--- config.mk ---
export PLATFORM = sky130hd
export DESIGN_NAME = dcfifo_port_ctrl
export DESIGN_NICKNAME = d
export VERILOG_FILES = /design/src/dcfifo_pkg.sv /design/src/fifo_mem_store.sv /design/src/dcfifo_port_ctrl.sv
export VERILOG_INCLUDE_DIRS = /design/src
export SDC_FILE = /design/constraint.sdc
export NUM_CORES = 1
export LEC_CHECK = 0
export BUFFER_PORTS_ARGS = -buffer_cell sky130_fd_sc_hd__buf_4
export CAP_MARGIN = 20
export CORE_MARGIN = 4
export CORE_UTILIZATION = 45
export CTS_CLUSTER_SIZE = 24
export DETAILED_ROUTE_END_ITERATION = 6
export PLACE_DENSITY = 0.6
export SYNTH_ARGS = -nofsm -noshare
export SYNTH_HDL_FRONTEND = slang
export SYNTH_SLANG_ARGS = --single-unit
--- constraint.sdc ---
create_clock -name clk -period 10.2 [get_ports clk]
set_input_delay 0 -clock clk [delete_from_list [all_inputs] [get_ports clk]]
set_output_delay 0 -clock clk [all_outputs]
set_load 0.005 [all_outputs]
--- src/dcfifo_cfg.svh ---
`ifndef DCFIFO_CFG_SVH
`define DCFIFO_CFG_SVH

// ----------------------------------------
// APB register offsets
// ----------------------------------------
`define OFS_STATUS 12'h000
`define OFS_MASK 12'h004
`define OFS_CTRL 12'h008
`define OFS_LEVEL 12'h00C

// ----------------------------------------
// Field positions and reset values
// ----------------------------------------
`define EV_FULL 0
`define EV_OVERFLOW 1
`define EV_UNDERFLOW 2
`define EV_RETRANSMIT 3
`define EV_COUNT 4
`define CTRL_PORT_EN 0
`define MASK_RESET 4'h0
`define CTRL_RESET 1'b1

// ----------------------------------------
// Configuration registers
// ----------------------------------------
`define CFG_REGS 4
`define CFG_DEFAULT 8'h00

`endif

--- src/dcfifo_pkg.sv ---
package dcfifo_pkg;
    // Word sizes selectable on the shared width pins
    typedef enum logic [2:0] {
        WIDTH_9 = 3'b000,
        WIDTH_12 = 3'b001,
        WIDTH_16 = 3'b010,
        WIDTH_18 = 3'b011,
        WIDTH_20 = 3'b100,
        WIDTH_24 = 3'b101,
        WIDTH_32 = 3'b110,
        WIDTH_36 = 3'b111
    } word_width_t;

    // Target of a port access
    typedef enum logic [1:0] {
        TGT_CONFIG = 2'b00,
        TGT_MEMORY = 2'b01,
        TGT_MAILBOX = 2'b10
    } access_target_t;
endpackage

--- src/fifo_mem_store.sv ---
`timescale 1ns/1ps
module fifo_mem_store #(
    parameter int DATA_W = 36,
    parameter int ADDR_W = 4
) (
    input wire logic clk,
    input wire logic wrEn,
    input wire logic [ADDR_W-1:0] wrAddr,
    input wire logic [DATA_W-1:0] wrData,
    input wire logic [ADDR_W-1:0] rdAddr,
    output logic [DATA_W-1:0] rdData
);
    localparam int DEPTH = 1 << ADDR_W;

    // ----------------------------------------
    // Storage array
    // ----------------------------------------
    logic [DATA_W-1:0] memArray [DEPTH];

    // No reset on the array: clears move pointers, not contents
    always_ff @(posedge clk) begin
        if (wrEn) begin
            memArray[wrAddr] <= wrData;
        end
    end

    // Asynchronous read; the caller registers the result
    assign rdData = memArray[rdAddr];
endmodule

--- src/dcfifo_port_ctrl.sv ---
`timescale 1ns/1ps
`include "dcfifo_cfg.svh"
module dcfifo_port_ctrl #(
    parameter int DATA_W = 36,
    parameter int ADDR_W = 4
) (
    input wire logic clk,
    input wire logic sys_rst,
    input wire logic full_clear_n,
    input wire logic partial_clear_n,
    input wire logic [2:0] word_width_select,
    input wire logic config_port_select,
    input wire logic mailbox_select,
    input wire logic writeStrobeN,
    input wire logic input_gate_n,
    input wire logic [DATA_W-1:0] dataIn,
    input wire logic readStrobeN,
    input wire logic outputDriveN,
    output logic [DATA_W-1:0] dataOut,
    output logic dataOutEn,
    output logic output_valid_n,
    input wire logic positionTag,
    input wire logic retransmit_pulse,
    output logic full_indicator_n,
    output logic emptyIndicatorN,
    input wire logic psel,
    input wire logic penable,
    input wire logic pwrite,
    input wire logic [11:0] paddr,
    input wire logic [31:0] pwdata,
    output logic [31:0] prdata,
    output logic pready,
    output logic pslverr,
    output logic irq
);
    localparam int PTR_W = ADDR_W + 1;
    localparam logic [PTR_W-1:0] DEPTH_VAL = PTR_W'(1 << ADDR_W);

    // ----------------------------------------
    // Helper functions
    // ----------------------------------------
    // Mask of valid lanes for the shared word size
    function automatic logic [DATA_W-1:0] widthMask(input logic [2:0] sel);
        logic [5:0] bits;
        bits = 6'd36;
        case (dcfifo_pkg::word_width_t'(sel))
            dcfifo_pkg::WIDTH_9: bits = 6'd9;
            dcfifo_pkg::WIDTH_12: bits = 6'd12;
            dcfifo_pkg::WIDTH_16: bits = 6'd16;
            dcfifo_pkg::WIDTH_18: bits = 6'd18;
            dcfifo_pkg::WIDTH_20: bits = 6'd20;
            dcfifo_pkg::WIDTH_24: bits = 6'd24;
            dcfifo_pkg::WIDTH_32: bits = 6'd32;
            default: bits = 6'd36;
        endcase
        for (int i = 0; i < DATA_W; i++) begin
            widthMask[i] = (i < int'(bits));
        end
    endfunction

    // Which store a strobe reaches
    function automatic dcfifo_pkg::access_target_t targetOf(
        input logic cfgSel, input logic mbSel);
        if (mbSel) begin
            targetOf = dcfifo_pkg::TGT_MAILBOX;
        end else if (cfgSel) begin
            targetOf = dcfifo_pkg::TGT_MEMORY;
        end else begin
            targetOf = dcfifo_pkg::TGT_CONFIG;
        end
    endfunction

    // ----------------------------------------
    // State
    // ----------------------------------------
    logic [PTR_W-1:0] wrPtr_reg;
    logic [PTR_W-1:0] rdPtr_reg;
    logic [PTR_W-1:0] markPtr_reg;
    logic [PTR_W-1:0] shownPtr_reg;
    logic [DATA_W-1:0] dataOut_reg;
    logic valid_reg;
    logic [DATA_W-1:0] mailbox_reg;
    logic [7:0] cfg_reg [`CFG_REGS];
    logic [1:0] cfgWrIdx_reg;
    logic [1:0] cfgRdIdx_reg;
    logic [`EV_COUNT-1:0] status_reg;
    logic [`EV_COUNT-1:0] mask_reg;
    logic ctrlPortEn_reg;
    logic [`EV_COUNT-1:0] events;
    logic [`EV_COUNT-1:0] w1cBits;

    logic [PTR_W-1:0] level;
    logic isFull;
    logic isEmpty;
    logic anyClear;
    logic writeReq;
    logic readReq;
    dcfifo_pkg::access_target_t wrTarget;
    dcfifo_pkg::access_target_t rdTarget;
    logic memWrite;
    logic memAdvance;
    logic memRead;
    logic [DATA_W-1:0] laneMask;
    logic [DATA_W-1:0] memRdData;
    logic apbAccess;
    logic apbWrite;

    // ----------------------------------------
    // Occupancy and flags
    // ----------------------------------------
    // Extra pointer bit tells full from empty at equal addresses
    assign level = wrPtr_reg - rdPtr_reg;
    assign isFull = (level == DEPTH_VAL);
    assign isEmpty = (level == '0);
    assign full_indicator_n = ~isFull;
    assign emptyIndicatorN = ~isEmpty;
    assign anyClear = ~full_clear_n | ~partial_clear_n;

    // Strobes are dropped while software holds the ports off
    assign writeReq = ~writeStrobeN & ctrlPortEn_reg;
    assign readReq = ~readStrobeN & ctrlPortEn_reg;
    assign wrTarget = targetOf(config_port_select, mailbox_select);
    assign rdTarget = targetOf(config_port_select, mailbox_select);

    // Pointer moves even when the gate masks the data
    assign memAdvance = writeReq & ~anyClear & ~isFull &
        (wrTarget == dcfifo_pkg::TGT_MEMORY);
    assign memWrite = memAdvance & ~input_gate_n;
    // Read fires whatever the output drive does
    assign memRead = readReq & ~anyClear & ~isEmpty &
        (rdTarget == dcfifo_pkg::TGT_MEMORY);

    // One width for both ports
    assign laneMask = widthMask(word_width_select);

    // ----------------------------------------
    // Memory array
    // ----------------------------------------
    fifo_mem_store #(
        .DATA_W(DATA_W),
        .ADDR_W(ADDR_W)
    ) u_store (
        .clk(clk),
        .wrEn(memWrite),
        .wrAddr(wrPtr_reg[ADDR_W-1:0]),
        .wrData(dataIn & laneMask),
        .rdAddr(rdPtr_reg[ADDR_W-1:0]),
        .rdData(memRdData)
    );

    // ----------------------------------------
    // Write side
    // ----------------------------------------
    // Write pointer, wraps through the low bits
    always_ff @(posedge clk or posedge sys_rst) begin
        if (sys_rst) begin
            wrPtr_reg <= '0;
        end else if (anyClear) begin
            wrPtr_reg <= '0;
        end else if (memAdvance) begin
            wrPtr_reg <= wrPtr_reg + PTR_W'(1);
        end
    end

    // Mailbox bypasses the sequence, gated like memory
    always_ff @(posedge clk or posedge sys_rst) begin
        if (sys_rst) begin
            mailbox_reg <= '0;
        end else if (writeReq && wrTarget == dcfifo_pkg::TGT_MAILBOX &&
                     !input_gate_n) begin
            mailbox_reg <= dataIn & laneMask;
        end
    end

    // Configuration bytes load in turn from the low data lanes
    always_ff @(posedge clk or posedge sys_rst) begin
        if (sys_rst) begin
            for (int i = 0; i < `CFG_REGS; i++) begin
                cfg_reg[i] <= `CFG_DEFAULT;
            end
            cfgWrIdx_reg <= '0;
        end else if (!full_clear_n) begin
            for (int i = 0; i < `CFG_REGS; i++) begin
                cfg_reg[i] <= `CFG_DEFAULT;
            end
            cfgWrIdx_reg <= '0;
        end else if (!partial_clear_n) begin
            cfgWrIdx_reg <= '0;
        end else if (writeReq && wrTarget == dcfifo_pkg::TGT_CONFIG) begin
            cfg_reg[cfgWrIdx_reg] <= dataIn[7:0];
            cfgWrIdx_reg <= cfgWrIdx_reg + 2'd1;
        end
    end

    // ----------------------------------------
    // Read side
    // ----------------------------------------
    // Read pointer; retransmit outranks a read in the same cycle
    always_ff @(posedge clk or posedge sys_rst) begin
        if (sys_rst) begin
            rdPtr_reg <= '0;
        end else if (anyClear) begin
            rdPtr_reg <= '0;
        end else if (retransmit_pulse) begin
            rdPtr_reg <= markPtr_reg;
        end else if (memRead) begin
            rdPtr_reg <= rdPtr_reg + PTR_W'(1);
        end
    end

    // Location of the word now on the output register
    always_ff @(posedge clk or posedge sys_rst) begin
        if (sys_rst) begin
            shownPtr_reg <= '0;
        end else if (anyClear) begin
            shownPtr_reg <= '0;
        end else if (memRead && !retransmit_pulse) begin
            shownPtr_reg <= rdPtr_reg;
        end
    end

    // Retransmit point; a clear returns it to the start
    always_ff @(posedge clk or posedge sys_rst) begin
        if (sys_rst) begin
            markPtr_reg <= '0;
        end else if (anyClear) begin
            markPtr_reg <= '0;
        end else if (positionTag && valid_reg) begin
            markPtr_reg <= shownPtr_reg;
        end
    end

    // Configuration read index follows its own turn
    always_ff @(posedge clk or posedge sys_rst) begin
        if (sys_rst) begin
            cfgRdIdx_reg <= '0;
        end else if (anyClear) begin
            cfgRdIdx_reg <= '0;
        end else if (readReq && rdTarget == dcfifo_pkg::TGT_CONFIG) begin
            cfgRdIdx_reg <= cfgRdIdx_reg + 2'd1;
        end
    end

    // Output register and its valid mark
    always_ff @(posedge clk or posedge sys_rst) begin
        if (sys_rst) begin
            dataOut_reg <= '0;
            valid_reg <= 1'b0;
        end else if (anyClear) begin
            dataOut_reg <= '0;
            valid_reg <= 1'b0;
        end else if (readReq) begin
            case (rdTarget)
                dcfifo_pkg::TGT_MEMORY: begin
                    if (!isEmpty) begin
                        dataOut_reg <= memRdData & laneMask;
                        valid_reg <= 1'b1;
                    end else begin
                        valid_reg <= 1'b0; // Nothing left to show
                    end
                end
                dcfifo_pkg::TGT_MAILBOX: begin
                    dataOut_reg <= mailbox_reg;
                    valid_reg <= 1'b1;
                end
                default: begin
                    dataOut_reg <= {{(DATA_W-8){1'b0}},
                        cfg_reg[cfgRdIdx_reg]};
                    valid_reg <= 1'b1;
                end
            endcase
        end
    end

    // Drive only while enabled; the pin wire resolves outside
    assign dataOut = dataOut_reg;
    assign dataOutEn = ~outputDriveN;
    assign output_valid_n = ~valid_reg;

    // ----------------------------------------
    // Event capture
    // ----------------------------------------
    assign events[`EV_FULL] = memAdvance &&
        (level == DEPTH_VAL - PTR_W'(1));
    assign events[`EV_OVERFLOW] = writeReq && !anyClear && isFull &&
        wrTarget == dcfifo_pkg::TGT_MEMORY;
    assign events[`EV_UNDERFLOW] = readReq && !anyClear && isEmpty &&
        rdTarget == dcfifo_pkg::TGT_MEMORY;
    assign events[`EV_RETRANSMIT] = retransmit_pulse && !anyClear;

    // ----------------------------------------
    // APB slave
    // ----------------------------------------
    // Zero wait states: every access ends in its first access cycle
    assign apbAccess = psel & penable;
    assign apbWrite = apbAccess & pwrite;
    assign pready = 1'b1;

    assign w1cBits = (apbWrite && paddr == `OFS_STATUS) ?
        pwdata[`EV_COUNT-1:0] : '0;

    // Sticky bits: a new event beats a clear in the same cycle
    generate
        for (genvar g = 0; g < `EV_COUNT; g++) begin : gStatus
            always_ff @(posedge clk or posedge sys_rst) begin
                if (sys_rst) begin
                    status_reg[g] <= 1'b0;
                end else if (events[g]) begin
                    status_reg[g] <= 1'b1;
                end else if (w1cBits[g]) begin
                    status_reg[g] <= 1'b0;
                end
            end
        end
    endgenerate

    // Writable mask and control
    always_ff @(posedge clk or posedge sys_rst) begin
        if (sys_rst) begin
            mask_reg <= `MASK_RESET;
            ctrlPortEn_reg <= `CTRL_RESET;
        end else if (apbWrite) begin
            if (paddr == `OFS_MASK) begin
                mask_reg <= pwdata[`EV_COUNT-1:0];
            end else if (paddr == `OFS_CTRL) begin
                ctrlPortEn_reg <= pwdata[`CTRL_PORT_EN];
            end
        end
    end

    // Read mux; unmapped addresses answer zero with an error
    always_comb begin
        prdata = 32'h00000000;
        pslverr = 1'b0;
        if (paddr == `OFS_STATUS) begin
            prdata[`EV_COUNT-1:0] = status_reg;
        end else if (paddr == `OFS_MASK) begin
            prdata[`EV_COUNT-1:0] = mask_reg;
        end else if (paddr == `OFS_CTRL) begin
            prdata[`CTRL_PORT_EN] = ctrlPortEn_reg;
        end else if (paddr == `OFS_LEVEL) begin
            prdata[PTR_W-1:0] = level;
            prdata[16] = isFull;
            prdata[17] = isEmpty;
        end else begin
            pslverr = apbAccess;
        end
    end

    // Level interrupt from unmasked sticky bits
    assign irq = |(status_reg & mask_reg);
endmodule

==> reports/metrics.sh <==
SYNTH_SEQ_AREA_SHARE_PCT=70.43
CRITPATHBUFINV=4
GRT_USE_TOTAL_PCT=20.61
CP.ARRIVAL_NS=5.16
MULTI_INPUT_AREA_UM2=8077
DRC=0
AVGVIACOUNTPERCELL=5.836
DP_WIRELENGTH_UM=40510
FINAL_HOLD_VIOL_COUNT=0
ORIGIN_OF_THE_WORST_SETUP_PATH='rdPtr_reg[2]'
OUTCOME='finished clean'
FINCLKSKEW_NS=0.01748
FIN_TNS_SETUP_NS=0
IOS=173
SYNTH-SEQ-CELLS=714
TRITONCTS='yes'
GRT_START_MAX_NET_PINS=75
PLACED_CELLS=2623
GRT_ANTENNA_BEFORE_REPAIR=1
CORE_REGION_AREA_UM2=64580
START_KIND='flop'
CP-END-KIND='flop'
DIE_H_UM=263.9
TRITONCTS.NUM_BUFFERS=74
RSZ0062_AT_GRT='false'
GP_ROUTABILITY_CONGESTION=0.7837
GLOBAL_ROUTE.USAGE.MET1_PCT=29.73
SYN_INST=1729
FMAX_MHz=202.7
DETAIL_ROUTE.WL_PER_CELL_UM=25.89
NUMBER_OF_DETAILED_ROUTE_ITERATIONS_IN_THE_FIRST_PASS=7
CRITICAL-PATH-TOP-CELL-BY-COUNT='sky130_fd_sc_hd__buf_4'
MAX-CLOCK-PATH-BUFFERS=3
MET2_USAGE_PCT=33.31
TOTAL_GR_OVERFLOW=0
GRT_UTIL_MET3_PCT=3.642
CTS_MAX_LEVEL=3
MAIN_SYNTH_FF_TYPE='sky130_fd_sc_hd__edfxtp_1'
SYNTH.LIB_CELLS_USED.DISTINCT=73
CTS_HOLD_BUF=35
NUMCLOCKSINKS=714
CLK_TRANSITION_REPORTED_PATHS_NS=0.06
YOSYSWARNINGCOUNT=0
DETAILROUTE.VIA_COUNT=16330
TIGHTESTPINTRANSITION_NS=1.162
POWER_DENSITY_nW_PER_UM2=179.3
WORSTPATHMAXFANOUT=39
DIE_X_UM=263.9
IR_DROP_V=0.0001199
CRITPATHTOPFAMILY='buffers and inverters'
CRIT_CELLS=10
FINAL.MIN_CLOCK_PERIOD_NS=4.933
POST_CTS.RESIZED_INSTANCES=0
CTS_SETUP_BUFFERS=0
WORSTSKEWPAIRLATENCY_NS=0.61
SLEW-LIMIT-HEADROOM_PCT=22.34
NNETSFINAL=1993
HOLDPATHSTAGES=2
REGISTER_AREA_UM2=20760
GRT_PASS1_VIAS=16670
BUSIEST_LAYER='met2'
ROOT_BUFFER='sky130_fd_sc_hd__clkbuf_16'
WORSTSETUPENDPOINT='u_store.memArray[14][33]'
FRACTION_OF_LAYOUT_CELLS_WITH_A_SIZE_SUFFIX_ABOVE_1_PCT=25.44
FLOORPLAN.INITIALDENSITY_PCT=45.62
N_FILL_CELL=5219
GRT_PASS1_WL_UM=108300
REG2REGPATHDEPTH=10
ASYNC_RESET_FF_SHARE_PCT=19.33
FLIP_FLOP_COUNT_OF_THE_LARGEST_REGISTER_ALL_COPIES_AND_WORDS_ADDED=576
CAP_VIOL_MAX_COUNT=0
FINAL.PERIOD_UTILIZATION_PCT=48.37
TIMING.CRITICAL_PATH.SLOWEST_STAGE_CELL='sky130_fd_sc_hd__nor2_4'
WORST_EP_REQUIRED_TIME_NS=10.43
POST_ROUTE_NON_FILLER_STANDARD_CELL_COUNT=2798
CRITICAL_PATH_CLASS='reg2reg'
TIMING.CRITICAL_PATH.SLOWEST_CELL_DELAY_NS=0.66
NUMBER_OF_ENABLE_TYPE_REGISTER_CELLS_IN_THE_SYNTHESIZED_NETLIST=576
ROUTED_WIRELENGTH_UM=72430
SLEW_VIOL_FINAL=0
CRIT_CHAIN='buf_4 > inv_1 > ha_1 > xor2_1 > a211o_1 > a22oi_1 > inv_2 > nand4b_1 > nor2_4 > buf_4'
PLACE.PORT_BUFFERS=118
P_LEAK_nW=11.12
PLACEMENT_ROWS=93
R2R_SETUP_SLACK_NS=5.27
AREA_GROWTH_PCT=15.59
WORSTREG2REGEND='u_store.memArray[14][33]'
POSTSYNTHAREAPERCELL_UM2=17.04
MIN_PATH_TYPE='in2reg'
DETAILEDROUTE.FIRSTITERATIONVIOLATIONS=1562
ANTENNA_LEFT=0
DIE-AREA_UM2=69630
MAPPEDNETLISTAREA_UM2=29460
WORSTREG2REGSTART='rdPtr_reg[2]'
SETUP_FAILING_EPS_FINAL=0
==> per-layer routing <==
metal | routed length [um] | up-vias
li1 | - | 7111
met1 | 31570 | 8578
met2 | 34840 | 539
met3 | 4605 | 101
met4 | 1416 | 0
met5 | 0 | -
==> logic make-up (layout without fill, tap and decap cells) <==
group / after synthesis / in the layout / share of synthesized area (%)
and+or+nand+nor: 349 / 349 / 6.068
AOI/OAI and AO/OA: 238 / 238 / 6.421
other: 2 / 27 / 0.02549
buffers and inverters: 173 / 362 / 2.858
muxes: 233 / 233 / 13.40
adders and majority gates: 14 / 14 / 0.6200
xor gates and xnor gates: 6 / 6 / 0.1784
DFF: 714 / 714 / 70.43
==> placed cells by master (no fill, tap or decap), types with 23 or more instances in the layout <==
| master | instances |
|---|---|
| sky130_fd_sc_hd__edfxtp_1 | 576 |
| sky130_fd_sc_hd__buf_4 | 156 |
| sky130_fd_sc_hd__dfrtp_1 | 135 |
| sky130_fd_sc_hd__mux4_2 | 121 |
| sky130_fd_sc_hd__nand2_1 | 77 |
| sky130_fd_sc_hd__clkbuf_16 | 77 |
| sky130_fd_sc_hd__nand3_1 | 56 |
| sky130_fd_sc_hd__mux2_2 | 50 |
| sky130_fd_sc_hd__nor2_1 | 44 |
| sky130_fd_sc_hd__dlygate4sd3_1 | 36 |
| sky130_fd_sc_hd__a21boi_0 | 32 |
| sky130_fd_sc_hd__mux2i_1 | 31 |
| sky130_fd_sc_hd__mux2_1 | 31 |
| sky130_fd_sc_hd__o22ai_1 | 30 |
| sky130_fd_sc_hd__nor2b_1 | 26 |
| sky130_fd_sc_hd__inv_1 | 26 |
| sky130_fd_sc_hd__nor4_1 | 26 |
| sky130_fd_sc_hd__conb_1 | 26 |
| sky130_fd_sc_hd__nor3_1 | 23 |
==> synth_stat cells (all sizes together) (4+ instances only) <==
library cell	n	area (um2)
edfxtp	576	17300
dfrtp	137	3428
mux4	121	2725
mux2	81	912.1
nand2	78	292.8
clkbuf	73	274.0
buf	67	444.2
nor2	57	216.5
nand3	56	280.3
a21boi	32	240.2
mux2i	31	310.3
a211oi	30	265.3
inv	30	112.6
o22ai	30	187.7
nor3	28	145.1
nor2b	26	162.7
nor4	26	162.7
o21ai	25	136.4
a21oi	22	110.1
and2	22	137.6
and3	20	125.1
a221oi	17	217.7
ha	13	162.7
o211a	9	90.09
a2111o	8	90.09
a22oi	8	60.06
nand2b	8	50.05
o221ai	8	70.07
o32ai	8	70.07
a22o	7	61.31
a31oi	6	37.54
o31ai	6	45.04
or4	6	45.04
o21ba	5	50.05
or3	5	31.28
a2111oi	4	53.81
nand4	4	25.02
nand4b	4	35.03
==> worst min path at each step <==
stage,from,endpoint,slack [ns]
final,dataIn[32],u_store.memArray[7][32],0.03
after global routing,dataIn[32],u_store.memArray[11][32],0.02
after CTS,dataIn[32],u_store.memArray[14][32],0.003
after detailed placement,sys_rst,rdPtr_reg[1],0.21
after global placement,sys_rst,rdPtr_reg[1],0.19
after floorplan,outputDriveN,dataOutEn,0.03
==> where the power goes <==
part           total (mW)  internal (mW)  switching, mW  leakage (nW)
registers            3.15           3.15        0.00242          6.66
logic               0.210         0.0719          0.138          3.25
clock network        2.74           1.62           1.12          1.21
total                6.11           4.84           1.26          11.1
==> metrics by stage <==
step                util (%)  instance area [um2]  total power, mW  setup slack (ns)  hold slack, ns
floorplan                  -                29550            3.340             4.840         0.02654
global placement       48.30                31190            3.410             5.278          0.1905
detailed placement     48.31                31200            3.415             5.200          0.2075
CTS                    52.70                34040            6.160             5.195        0.002624
global route           52.73                34050            6.301             4.947         0.02463
finish                 52.73                34060            6.105             5.267         0.02973
==> cell type report <==
type,count,area share [%]
diodes,1,0.007348
clock inverters,43,1.341
inverters,33,0.3784
well taps,855,3.141
clock buffers,94,5.963
multi-input cells,866,23.72
flip-flops and latches,714,60.96
repair buffers,192,4.497
Note: power is estimated with default switching activity, not from simulation.
